==> config.mk <==
export PLATFORM = sky130hd
export DESIGN_NAME = aagc_control
export DESIGN_NICKNAME = d
export VERILOG_FILES = /design/src/aagc_pkg.sv /design/src/aagc_control.sv
export SDC_FILE = /design/constraint.sdc
export NUM_CORES = 1
export LEC_CHECK = 0
export BUFFER_PORTS_ARGS = -buffer_cell sky130_fd_sc_hd__clkbuf_2
export CAP_MARGIN = 5
export CORE_ASPECT_RATIO = 1.25
export CORE_MARGIN = 8
export CORE_UTILIZATION = 50
export CTS_CLUSTER_DIAMETER = 200
export DETAILED_ROUTE_END_ITERATION = 8
export PLACE_DENSITY_LB_ADDON = 0.2
export REMOVE_ABC_BUFFERS = 1
export SYNTH_ARGS = -nofsm -noshare
export SYNTH_HDL_FRONTEND = slang
export SYNTH_SLANG_ARGS = --single-unit
==> constraint.sdc <==
create_clock -name ref_clk -period 22.2 [get_ports ref_clk]
set_clock_uncertainty 0.05 [all_clocks]
set_input_delay 3.33 -clock ref_clk [delete_from_list [all_inputs] [get_ports ref_clk]]
set_output_delay 3.33 -clock ref_clk [all_outputs]
set_load 0.01 [all_outputs]
==> src/aagc_pkg.sv <==
// Operation
// - Feedback ratio is integer setting plus fraction setting over 32; the code takes fraction bits 4:0 only.
// - Output frequency is input times ratio over input and output divider product.
// - Bits 0 to 3 add mic, phone, left and right bus to converter.
// - Bits 7:6 pick high-pass: 00 and 11 off, 01 higher, 10 lower cut-off.
// - Law bit 0 means mu-law, 1 means A-law, both directions.
// - Compress bit compresses 16-bit samples and marks incoming data compressed.
// - Mute bit 2 silences every analog input to the converter.
// - Frame field 5:3 sets 96 to 1000 ms frame length.
// - Each frame the peak is captured and compared against the target.
// - Bit 6 lets the playback clock system master the serial interface.
// - Bit 7 selects 16-bit master words, last two bit periods 25% short.
// - Enable bit 0 lets the block drive preamp gain; host routes mic.
// - Target field 3:1 selects -6 dB down to -20 dB in 2 dB steps.
// - Gate bit 4 mutes sub-threshold signal after a quiet period.
// - Threshold field 7:5 spans -72 to -30 dB; below it gain holds.
// - Ceiling field 3:0 caps gain from 6 dB to 36 dB.
// - Loose window reaches half the target in dB; tight reaches target plus 3 dB.
// - Above the window the gain starts falling at once at fall rate.
// - Gain changes are applied only at a zero crossing; the code clamps gain down to a lowered ceiling at once.
package aagc_pkg;
	localparam logic [7:0] OFS_FRAC = 8'h05, OFS_SRC = 8'h06, OFS_CMP = 8'h07;
	localparam logic [7:0] OFS_TGT = 8'h08, OFS_LIM = 8'h09, OFS_STAT = 8'h7F;
	localparam logic [7:0] RST_FRAC = 8'h00, RST_SRC = 8'h00, RST_CMP = 8'h00;
	localparam logic [7:0] RST_TGT = 8'h00, RST_LIM = 8'h00, FRAC_MASK = 8'h7F;
	localparam int MOD_LSB = 0, SRC_MIC = 0, SRC_PHONE = 1, SRC_LEFT = 2, SRC_RIGHT = 3;
	localparam int RATE_LSB = 4, HPF_LSB = 6, LAW_BIT = 0, CMP_BIT = 1, MUTE_BIT = 2;
	localparam int FRAME_LSB = 3, DACM_BIT = 6, SHORT_BIT = 7, EN_BIT = 0, TGT_LSB = 1;
	localparam int GATE_BIT = 4, THR_LSB = 5, CEIL_LSB = 0, RISE_LSB = 4, TIGHT_BIT = 7;
	localparam logic [7:0] N_MIN = 8'h0A, N_MAX = 8'hFA;
	localparam logic [6:0] TGT_BASE_DB = 7'h06, TGT_STEP_DB = 7'h02, TIGHT_DB = 7'h03;
	localparam logic [6:0] THR_BASE_DB = 7'h48, THR_STEP_DB = 7'h06;
	localparam logic [15:0] FULL_SCALE = 16'h7FFF;
	localparam logic [12:0] STEP_BASE_MS = 13'h0020;
	localparam logic [2:0] GATE_FRAMES = 3'h4;
	localparam int unsigned CLK_PERIOD_NS = 5, MS_NS = 1000000;
	typedef enum logic [1:0] {HPF_OFF, HPF_HIGH, HPF_LOW} aagc_hpf_t;
	typedef enum logic [1:0] {DIR_HOLD, DIR_UP, DIR_DOWN} aagc_dir_t;
	typedef struct packed {
		logic src_mic, src_phone, src_left, src_right;
		logic [1:0] rate_hint;
		aagc_hpf_t hpf;
		logic law_select, compress_enable, adc_mute;
		logic dac_clock_master, short_word_master, auto_gain_enable;
	} aagc_cfg_t;
	// Attenuation in dB to linear magnitude: 6 dB per octave plus fine table
	function automatic logic [15:0] aagc_db_to_lin(input logic [6:0] db);
		logic [6:0] q;
		logic [7:0] f;
		logic [23:0] p;
		q = db / 7'h06;
		unique case (db % 7'h06)
			7'h00: f = 8'hFF;
			7'h01: f = 8'hE4;
			7'h02: f = 8'hCB;
			7'h03: f = 8'hB5;
			7'h04: f = 8'hA2;
			7'h05: f = 8'h90;
			default: f = 8'h00;
		endcase
		p = 24'(FULL_SCALE) * 24'(f);
		return 16'(p >> (7'h08 + q));
	endfunction : aagc_db_to_lin
	// Frame length in ms per code
	function automatic logic [9:0] aagc_frame_ms(input logic [2:0] c);
		unique case (c)
			3'h0: return 10'h060;
			3'h1: return 10'h080;
			3'h2: return 10'h0C0;
			3'h3: return 10'h100;
			3'h4: return 10'h180;
			3'h5: return 10'h200;
			3'h6: return 10'h300;
			3'h7: return 10'h3E8;
		endcase
	endfunction : aagc_frame_ms
endpackage : aagc_pkg

==> src/aagc_control.sv <==
module aagc_control
	import aagc_pkg::*;
#(
	parameter int unsigned TICK_CYCLES = MS_NS / CLK_PERIOD_NS
) (
	input  wire logic        ref_clk,
	input  wire logic        rst,
	input  wire logic        reg_wr_en,
	input  wire logic        reg_rd_en,
	input  wire logic [7:0]  reg_addr,
	input  wire logic [7:0]  reg_wdata,
	output logic      [7:0]  reg_rdata,
	input  wire logic [7:0]  feedback_int,
	input  wire logic [5:0]  input_div_code,
	input  wire logic [2:0]  output_div_code,
	output logic      [12:0] feedback_ratio_x32,
	output logic      [9:0]  pll_div_product,
	input  wire logic        sample_valid,
	input  wire logic [15:0] sample,
	input  wire logic [3:0]  manual_gain,
	input  wire logic [2:0]  gain_fall_step_time,
	output aagc_cfg_t        cfg_out,
	output logic      [3:0]  preamp_gain,
	output logic             gate_mute
);
	logic [7:0]  reg_frac;
	logic [7:0]  reg_src;
	logic [7:0]  reg_cmp;
	logic [7:0]  reg_tgt;
	logic [7:0]  reg_lim;
	logic [7:0]  n_eff;
	logic [15:0] mag;
	logic [6:0]  tgt_db;
	logic [6:0]  up_db;
	logic [6:0]  thr_db;
	logic [15:0] tgt_lin;
	logic [15:0] up_lin;
	logic [15:0] thr_lin;
	logic [14:0] frame_len;
	logic [14:0] samp_cnt;
	logic [15:0] peak;
	logic [15:0] frame_peak;
	logic        frame_done;
	logic [2:0]  quiet_frames;
	aagc_dir_t   dir;
	aagc_dir_t   dir_prev;
	logic [17:0] tick_cnt;
	logic [12:0] step_ms;
	logic [12:0] step_limit;
	logic        step_due;
	logic        prev_neg;
	logic        zc;
	logic        apply;
	logic [3:0]  agc_gain;
	logic [3:0]  ceil;
	logic        auto_en;

	// Register writes; unmapped offsets are ignored
	always_ff @(posedge ref_clk or posedge rst) begin
		if (rst) begin
			reg_frac <= RST_FRAC;
			reg_src <= RST_SRC;
			reg_cmp <= RST_CMP;
			reg_tgt <= RST_TGT;
			reg_lim <= RST_LIM;
		end else if (reg_wr_en) begin
			case (reg_addr)
				OFS_FRAC: reg_frac <= reg_wdata & FRAC_MASK;
				OFS_SRC: reg_src <= reg_wdata;
				OFS_CMP: reg_cmp <= reg_wdata;
				OFS_TGT: reg_tgt <= reg_wdata;
				OFS_LIM: reg_lim <= reg_wdata;
				default: ;
			endcase
		end
	end

	// Read port; status shows live gain, direction and gate
	always_ff @(posedge ref_clk or posedge rst) begin
		if (rst) begin
			reg_rdata <= 8'h00;
		end else if (reg_rd_en) begin
			case (reg_addr)
				OFS_FRAC: reg_rdata <= reg_frac;
				OFS_SRC: reg_rdata <= reg_src;
				OFS_CMP: reg_rdata <= reg_cmp;
				OFS_TGT: reg_rdata <= reg_tgt;
				OFS_LIM: reg_rdata <= reg_lim;
				OFS_STAT: reg_rdata <= {1'b0, gate_mute, dir, agc_gain};
				default: reg_rdata <= 8'h00;
			endcase
		end
	end

	// Integer part saturates the way the divider does outside 10..250
	always_comb begin
		if (feedback_int < N_MIN) begin
			n_eff = N_MIN;
		end else if (feedback_int > N_MAX) begin
			n_eff = N_MAX;
		end else begin
			n_eff = feedback_int;
		end
	end

	// Ratio in 1/32 units; only fraction bits 4:0 enter the concatenation, bits 6:5 are dropped
	always_ff @(posedge ref_clk or posedge rst) begin
		if (rst) begin
			feedback_ratio_x32 <= 13'h0000;
			pll_div_product <= 10'h000;
		end else begin
			feedback_ratio_x32 <= {n_eff, reg_frac[MOD_LSB+:5]};
			pll_div_product <= 10'(({4'h0, input_div_code} + 10'h001)
				* ({7'h00, output_div_code} + 10'h001));
		end
	end

	// Configuration decode toward the converter and serial interface
	always_ff @(posedge ref_clk or posedge rst) begin
		if (rst) begin
			cfg_out <= '0;
		end else begin
			cfg_out.src_mic <= reg_src[SRC_MIC];
			cfg_out.src_phone <= reg_src[SRC_PHONE];
			cfg_out.src_left <= reg_src[SRC_LEFT];
			cfg_out.src_right <= reg_src[SRC_RIGHT];
			cfg_out.rate_hint <= reg_src[RATE_LSB+:2];
			unique case (reg_src[HPF_LSB+:2])
				2'b01: cfg_out.hpf <= HPF_HIGH;
				2'b10: cfg_out.hpf <= HPF_LOW;
				2'b00, 2'b11: cfg_out.hpf <= HPF_OFF;
			endcase
			cfg_out.law_select <= reg_cmp[LAW_BIT];
			cfg_out.compress_enable <= reg_cmp[CMP_BIT];
			cfg_out.adc_mute <= reg_cmp[MUTE_BIT];
			cfg_out.dac_clock_master <= reg_cmp[DACM_BIT];
			cfg_out.short_word_master <= reg_cmp[SHORT_BIT];
			cfg_out.auto_gain_enable <= reg_tgt[EN_BIT];
		end
	end

	// Levels; comparisons are on sample magnitude against full scale
	assign auto_en = reg_tgt[EN_BIT];
	assign ceil = reg_lim[CEIL_LSB+:4];
	assign mag = sample[15] ? 16'(-sample) : sample;
	assign tgt_db = TGT_BASE_DB + TGT_STEP_DB * {4'h0, reg_tgt[TGT_LSB+:3]};
	assign up_db = reg_lim[TIGHT_BIT] ? tgt_db - TIGHT_DB : tgt_db >> 1;
	assign thr_db = THR_BASE_DB - THR_STEP_DB * {4'h0, reg_tgt[THR_LSB+:3]};
	assign tgt_lin = aagc_db_to_lin(tgt_db);
	assign up_lin = aagc_db_to_lin(up_db);
	assign thr_lin = aagc_db_to_lin(thr_db);

	// Frame length in samples from the rate hint, not the real rate
	always_comb begin
		frame_len = 15'h0000;
		unique case (reg_src[RATE_LSB+:2])
			2'b00: frame_len = 15'(aagc_frame_ms(reg_cmp[FRAME_LSB+:3]) * 15'h0008);
			2'b01: frame_len = 15'(aagc_frame_ms(reg_cmp[FRAME_LSB+:3]) * 15'h000C);
			2'b10: frame_len = 15'(aagc_frame_ms(reg_cmp[FRAME_LSB+:3]) * 15'h0010);
			2'b11: frame_len = 15'(aagc_frame_ms(reg_cmp[FRAME_LSB+:3]) * 15'h0018);
		endcase
	end

	// Peak detector per frame
	always_ff @(posedge ref_clk or posedge rst) begin
		if (rst) begin
			samp_cnt <= 15'h0000;
			peak <= 16'h0000;
			frame_peak <= 16'h0000;
			frame_done <= 1'b0;
		end else begin
			frame_done <= 1'b0;
			if (sample_valid) begin
				if (samp_cnt + 15'h0001 >= frame_len) begin
					samp_cnt <= 15'h0000;
					frame_peak <= (mag > peak) ? mag : peak;
					peak <= 16'h0000;
					frame_done <= 1'b1;
				end else begin
					samp_cnt <= samp_cnt + 15'h0001;
					if (mag > peak) begin
						peak <= mag;
					end
				end
			end
		end
	end

	// Direction decision; a loud sample overrides the frame verdict at once
	always_ff @(posedge ref_clk or posedge rst) begin
		if (rst) begin
			dir <= DIR_HOLD;
			quiet_frames <= 3'h0;
		end else begin
			if (frame_done) begin
				if (frame_peak > up_lin) begin
					dir <= DIR_DOWN;
					quiet_frames <= 3'h0;
				end else if (frame_peak < thr_lin) begin
					dir <= DIR_HOLD;
					if (quiet_frames < GATE_FRAMES) begin
						quiet_frames <= quiet_frames + 3'h1;
					end
				end else if (frame_peak < tgt_lin) begin
					dir <= DIR_UP;
					quiet_frames <= 3'h0;
				end else begin
					dir <= DIR_HOLD;
					quiet_frames <= 3'h0;
				end
			end
			if (sample_valid && mag > up_lin) begin
				dir <= DIR_DOWN;
			end
		end
	end

	// Gate only after several sub-threshold frames, so speech gaps pass
	always_ff @(posedge ref_clk or posedge rst) begin
		if (rst) begin
			gate_mute <= 1'b0;
		end else begin
			gate_mute <= reg_tgt[GATE_BIT] && quiet_frames >= GATE_FRAMES;
		end
	end

	// Zero crossing: sign flip or exact zero between valid samples
	assign zc = sample_valid && (sample[15] != prev_neg || sample == 16'h0000);
	assign apply = step_due && zc && dir != DIR_HOLD;
	assign step_limit = STEP_BASE_MS << ((dir == DIR_DOWN) ? gain_fall_step_time
		: reg_lim[RISE_LSB+:3]);

	always_ff @(posedge ref_clk or posedge rst) begin
		if (rst) begin
			prev_neg <= 1'b0;
		end else if (sample_valid) begin
			prev_neg <= sample[15];
		end
	end

	// Millisecond tick and step timer; a set wins over the clear by apply
	always_ff @(posedge ref_clk or posedge rst) begin
		if (rst) begin
			tick_cnt <= 18'h0_0000;
			step_ms <= 13'h0000;
			step_due <= 1'b0;
			dir_prev <= DIR_HOLD;
		end else begin
			dir_prev <= dir;
			if (tick_cnt >= 18'(TICK_CYCLES - 1)) begin
				tick_cnt <= 18'h0_0000;
			end else begin
				tick_cnt <= tick_cnt + 18'h0_0001;
			end
			if (apply) begin
				step_due <= 1'b0;
			end
			if (dir == DIR_HOLD) begin
				step_ms <= 13'h0000;
				step_due <= 1'b0;
			end else if (dir == DIR_DOWN && dir_prev != DIR_DOWN) begin
				step_ms <= 13'h0000;
				step_due <= 1'b1;
			end else if (tick_cnt >= 18'(TICK_CYCLES - 1)) begin
				if (step_ms + 13'h0001 >= step_limit) begin
					step_ms <= 13'h0000;
					step_due <= 1'b1;
				end else begin
					step_ms <= step_ms + 13'h0001;
				end
			end
		end
	end

	// Gain tracks the manual setting while automatic control is off
	always_ff @(posedge ref_clk or posedge rst) begin
		if (rst) begin
			agc_gain <= 4'h0;
		end else if (!auto_en) begin
			agc_gain <= manual_gain;
		end else if (agc_gain > ceil) begin
			agc_gain <= ceil;
		end else if (apply) begin
			if (dir == DIR_DOWN && agc_gain != 4'h0) begin
				agc_gain <= agc_gain - 4'h1;
			end else if (dir == DIR_UP && agc_gain < ceil) begin
				agc_gain <= agc_gain + 4'h1;
			end
		end
	end

	always_ff @(posedge ref_clk or posedge rst) begin
		if (rst) begin
			preamp_gain <= 4'h0;
		end else begin
			preamp_gain <= agc_gain;
		end
	end
endmodule : aagc_control

==> flow_summary.yaml, run 1 <==
grt:
  top_usage_layer: "met2"
  grt_util_met2_pct: 37.0
  gr-total-overflow: 0
  grt_use_met3_pct: 2.34
  grt_pass1_vias: 14359
  met1_usage_pct: 24.1
  antenna_found_initial: 0
  grt_max_degree: 115
  grt_pass1_wl_um: 69400
  track_usage_pct: 20.2
drt:
  ant_nets: 0
  drtIter0Drc: 978
  wire_per_inst_um: 16.3
  wl_um: 41500
  route.detailed.drc: 0
  drtPass1Iterations: 6
  viasPerCell: 5.73
  vias: 14579
synth:
  synth_top_cell_by_area: "dfrtp_1"
  avgSynthCellArea_sq_um: 8.72
  synthFlopType: "dfrtp_1"
  yosysSeqAreaShare_pct: 25.9
  postSynthCellCount: 2006
  ys_warn_count: 0
  synthTopCellsByArea: "dfrtp_1, ha_1, fa_1"
  syn_area_sq_um: 17500
  synth_common_cells: "ha_1, dfrtp_1, nand2_1, inv_1, nor2_1"
  synth_cell_types: 95
  synthArstFlopShare_pct: 100
  synth_most_common_cell: "ha_1"
  synth_top_area_share_pct: 25.9
  synth_seq_cells: 181
  synth-edff-count: 0
clock_tree:
  root_buffer: "clkbuf_16"
  clock_latency_ns: 0.45
  postCtsSetupBuffers: 0
  tritoncts: "built"
  cts_hold_buf: 0
  cts_buffers: 17
  path_clk_slew_ns: 0.08
  cts.sinks: 181
  clock_tree.buffer_depth: 2
  cts_resized: 0
  htreeDepth: 4
job:
  drv_cap: 0
outcome:
  status: "finished clean"
min_path:
  hold_path.class: "reg -> reg"
die:
  num_rows: 76
  core_area_sq_um: 34500
  fp.dieH_um: 225
  die_w_um: 183
  ios: 111
  die-area_sq_um: 41300
  start_util_pct: 50.7
worst_setup_path:
  cp_slowest_cell: "dfrtp_1"
  start_kind: "register"
  crit_path_end_kind: "register"
  required_ns: 22.50
  cp_max_fo: 25
  cp_common_cell: "ha_1"
  max_stage_delay_ns: 0.90
  path_class: "reg -> reg"
  worstPathArrival_ns: 13.00
timing:
  finalCriticalPeriod_ns: 12.70
  rsz0062_at_grt: "false"
  setup_viol: 0
  fin_tns_setup_ns: 0
  period_share_pct: 57.2
  slew_viol_final: 0
  hold_violations: 0
  max_freq_mhz: 78.7
  fin_ws_ns: 9.50
  relSlewSlack_pct: 16.9
  tightest_slew_ns: 1.24
final_layout:
  utilization_pct: 54.8
  area_delta_synth_final_pct: 8.23
  antennaDiodeCount: 0
  nets: 2393
  drive_gt1_share_pct: 11.8
  n_fill_cell: 3175
placement:
  portBuffers: 110
  dp_slack_ns: 9.61
  gp_congestion: 0.869
  hpwl_um: 32600
## through the flow
stage	instances	hold WS, ns	instance area [sq um]
final	2544	0.352	18900
after global routing	2544	0.364	18900
after CTS	2544	0.350	18900
after detailed placement	2512	0.335	18400
after global placement	2512	0.323	18400
after floorplan	1928	0.318	17200
## worst paths after layout
kind                                               from                              end  slack [ns]  cells after the start
worst max-delay path             reg_tgt[1]$_DFFE_PP0P_               dir[0]$_DFFE_PP0P_        9.50                     45
worst min-delay path            reg_frac[4]$_DFFE_PP0P_  feedback_ratio_x32[4]$_DFF_PP0_        0.35                      0
worst max register to register   reg_tgt[1]$_DFFE_PP0P_               dir[0]$_DFFE_PP0P_        9.50                     45
worst min register to register  reg_frac[4]$_DFFE_PP0P_  feedback_ratio_x32[4]$_DFF_PP0_        0.35                      0
max in group asynchronous                           rst            tick_cnt[8]$_DFF_PP0_       17.68                      3
min in group asynchronous                           rst         samp_cnt[13]$_DFFE_PP0P_        2.99                      2
## worst max-delay path, delay by kind of cell, from the launching register on
| kind | cells | cell delay (ns) |
|---|---|---|
| compound gates | 19 | 3.95 |
| buf+inv | 6 | 0.83 |
| mux | 3 | 0.89 |
| fa+ha+maj | 9 | 4.28 |
| xor+xnor | 2 | 0.33 |
| simple gates | 6 | 1.36 |
| flops | 1 | 0.90 |
## flip-flops by register name, summed over array words and instances, names as in the netlist
name / count
tick_cnt: 18
frame_peak: 16
peak: 16
samp_cnt: 15
cfg_out: 14
feedback_ratio_x32: 13
step_ms: 13
pll_div_product: 10
reg_cmp: 8
reg_lim: 8
reg_rdata: 8
reg_src: 8
reg_tgt: 8
reg_frac: 7
agc_gain: 4
preamp_gain: 4
quiet_frames: 3
dir: 2
dir_prev: 2
frame_done: 1
gate_mute: 1
prev_neg: 1
step_due: 1
## routing by layer
metal / share of wire [%] / vias up
met2: 52 / 255
met4: 2.0 / 0
met3: 3.5 / 47
li1: - / 7226
met5: 0 / -
met1: 43 / 7051
## cell usage in the layout (no fill, tap or decap), types with 52 or more instances in the layout
cell,synthesis,routed
nand2_1,174,174
o21ai_0,133,133
mux2_2,57,57
dfrtp_1,181,181
xnor2_1,75,75
a21oi_1,101,101
ha_1,217,217
inv_1,169,168
clkbuf_2,0,110
nand3_1,66,66
nor2_1,146,146
fa_1,52,52
## final cells by class
type / count / area, sq um / share of cell area, %
multi-input combinational: 1573 / 12000 / 63.3
sequential: 181 / 4530 / 23.9
inverter: 174 / 661 / 3.49
timing repair buffer: 116 / 596 / 3.15
tap: 468 / 586 / 3.09
clock buffer: 18 / 429 / 2.27
clock inverter: 14 / 144 / 0.760
## cells by family after synthesis
logic type      share of synthesized area, %
buf+inv                                 5.62
mux                                     5.16
flops                                   25.9
xor+xnor                                5.74
fa+ha+maj                               21.5
simple gates                            17.2
other cells                           0.0429
compound gates                          18.9
Power of run 1 is left out: the tool's default activity adds up to more than one toggle a clock period on the data nets, which glitch-free logic cannot reach.
==> run 2, diff against run 1 <==
- clock period: 22.2 -> 11.9 ns (I/O delays scaled with it)
==> run 2 against run 1 <==
Maximum frequency rose by 14%. Via count about the same. Final area rose by 0.72%. Wire length increased by 0.34%. Worst hold slack worse by 0.0060 ns. Sequential share of layout area is 0.16 points lower. Sequential cell count unchanged. Non-clock buffer count rose by 11. First-iteration DRC count shrank 16%. Die area unchanged. Setup slack got worse by 8.7 ns. Critical path type unchanged.
==> flow_summary.yaml, run 2 (same netlist as run 1, synthesis figures left out) <==
outcome:
  status: "finished clean"
clock_tree:
  clock_latency_ns: 0.45
  tritoncts: "built"
  cts.sinks: 181
  htreeDepth: 4
  root_buffer: "clkbuf_16"
  path_clk_slew_ns: 0.08
  cts_hold_buf: 0
  clock_tree.buffer_depth: 2
  cts_buffers: 17
timing:
  slew_viol_final: 0
  tightest_slew_ns: 1.35
  setup_viol: 0
  hold_violations: 0
  relSlewSlack_pct: 9.60
  max_freq_mhz: 90.0
  finalCriticalPeriod_ns: 11.12
  period_share_pct: 93.4
  fin_tns_setup_ns: 0
  rsz0062_at_grt: "false"
worst_setup_path:
  required_ns: 12.19
  worstPathArrival_ns: 11.41
  cp_common_cell: "ha_1"
  crit_path_end_kind: "register"
  reg2reg_slack_ns: 0.78
  cp_slowest_cell: "fa_2"
  max_stage_delay_ns: 0.66
  path_class: "reg -> reg"
  cp_max_fo: 9
  start_kind: "register"
final_layout:
  top_regs: "tick_cnt x18, frame_peak x16, peak x16"
  nets: 2404
  drive_gt1_share_pct: 12.5
  antennaDiodeCount: 0
  area_delta_synth_final_pct: 9.01
  final_cell_mix: "ha_1, dfrtp_1, nand2_1"
  largest_reg_flops: 18
  final_common_cell: "ha_1"
  top_register: "tick_cnt"
die:
  fp.dieH_um: 225
  start_util_pct: 50.7
  num_rows: 76
  core_area_sq_um: 34500
  ios: 111
  die-area_sq_um: 41300
  die_w_um: 183
grt:
  grt_max_degree: 111
  antenna_found_initial: 0
  gr-total-overflow: 0
  track_usage_pct: 20.3
  grt_pass1_vias: 14424
  grt_pass1_wl_um: 69400
placement:
  gp_congestion: 0.877
  hpwl_um: 32600
  portBuffers: 110
drt:
  vias: 14566
  viasPerCell: 5.70
  drtIter0Drc: 823
  ant_nets: 0
  wire_per_inst_um: 16.3
  wl_um: 41600
  route.detailed.drc: 0
  drtPass1Iterations: 8
job:
  drv_cap: 0
min_path:
  hold_path.class: "reg -> reg"
-- run 2: cell types whose count changed in the layout (fill, tap and decap cells not counted), sizes merged --
cell,previous run,this run
buf,6,17
clkinvlp,2,3
bufinv,1,0
clkbuf,128,127
clkinv,7,6
inv,178,180
-- run 2: worst max-delay path, delay by kind of cell (launching register included) --
kind                       cells  cell delay (ns)
muxes                          3             0.88
AOI/OAI and AO/OA             19             3.67
buffers and inverters          6             0.47
xor gates and xnor gates       3             0.63
adders and majority gates      9             3.53
DFF                            1             0.47
and+or+nand+nor                5             1.30
-- run 2: final timing paths --
check                                       startpoint                        to  cells after the start
worst max-delay path            reg_tgt[2]$_DFFE_PP0P_        dir[0]$_DFFE_PP0P_                     45
worst min-delay path            reg_src[2]$_DFFE_PP0P_     cfg_out[11]$_DFF_PP0_                      0
worst max register to register  reg_tgt[2]$_DFFE_PP0P_        dir[0]$_DFFE_PP0P_                     45
worst min register to register  reg_src[2]$_DFFE_PP0P_     cfg_out[11]$_DFF_PP0_                      0
max in group asynchronous                          rst  reg_rdata[7]$_DFFE_PP0P_                      3
min in group asynchronous                          rst      cfg_out[8]$_DFF_PP0_                      2
-- run 2: metal layers --
metal  GRT usage (%)  part of all wire (%)  up-vias
met1            24.1                    43     6993
met4            7.30                   2.5        0
met2            37.2                    51      266
met5               0                     0        -
li1                -                     -     7245
met3            2.13                   3.4       62
-- run 2: area by class of cell --
| cell class | instances | area (sq um) |
|---|---|---|
| clock buffers | 17 | 425 |
| clock inverters | 15 | 161 |
| fillers | 3166 | 15500 |
| inverters | 174 | 661 |
| multi-input cells | 1573 | 12000 |
| flip-flops and latches | 181 | 4530 |
| well taps | 468 | 586 |
| repair buffers | 127 | 678 |
-- run 2: timing repair --
item,4_1_cts,5_1_grt
hold endpoints to repair,0,0
setup endpoints to repair,0,5
gates resized for setup,0,8
buffers inserted,0,1
-- run 2: per-stage QoR --
step / hold slack, ns / cell area [sq um] / worst slack [ns] / utilization, % / cells
final: 0.346 / 19100 / 0.784 / 55.2 / 2555
after CTS: 0.348 / 19000 / 0.275 / 55.1 / 2554
after detailed placement: 0.333 / 18400 / 0.354 / 53.4 / 2522
after global placement: 0.322 / 18400 / 0.586 / 53.4 / 2522
after floorplan: 0.318 / 17200 / 0.340 / - / 1928
after global routing: 0.361 / 19100 / 0.0749 / 55.2 / 2555
Power of run 2 is left out for the same reason.
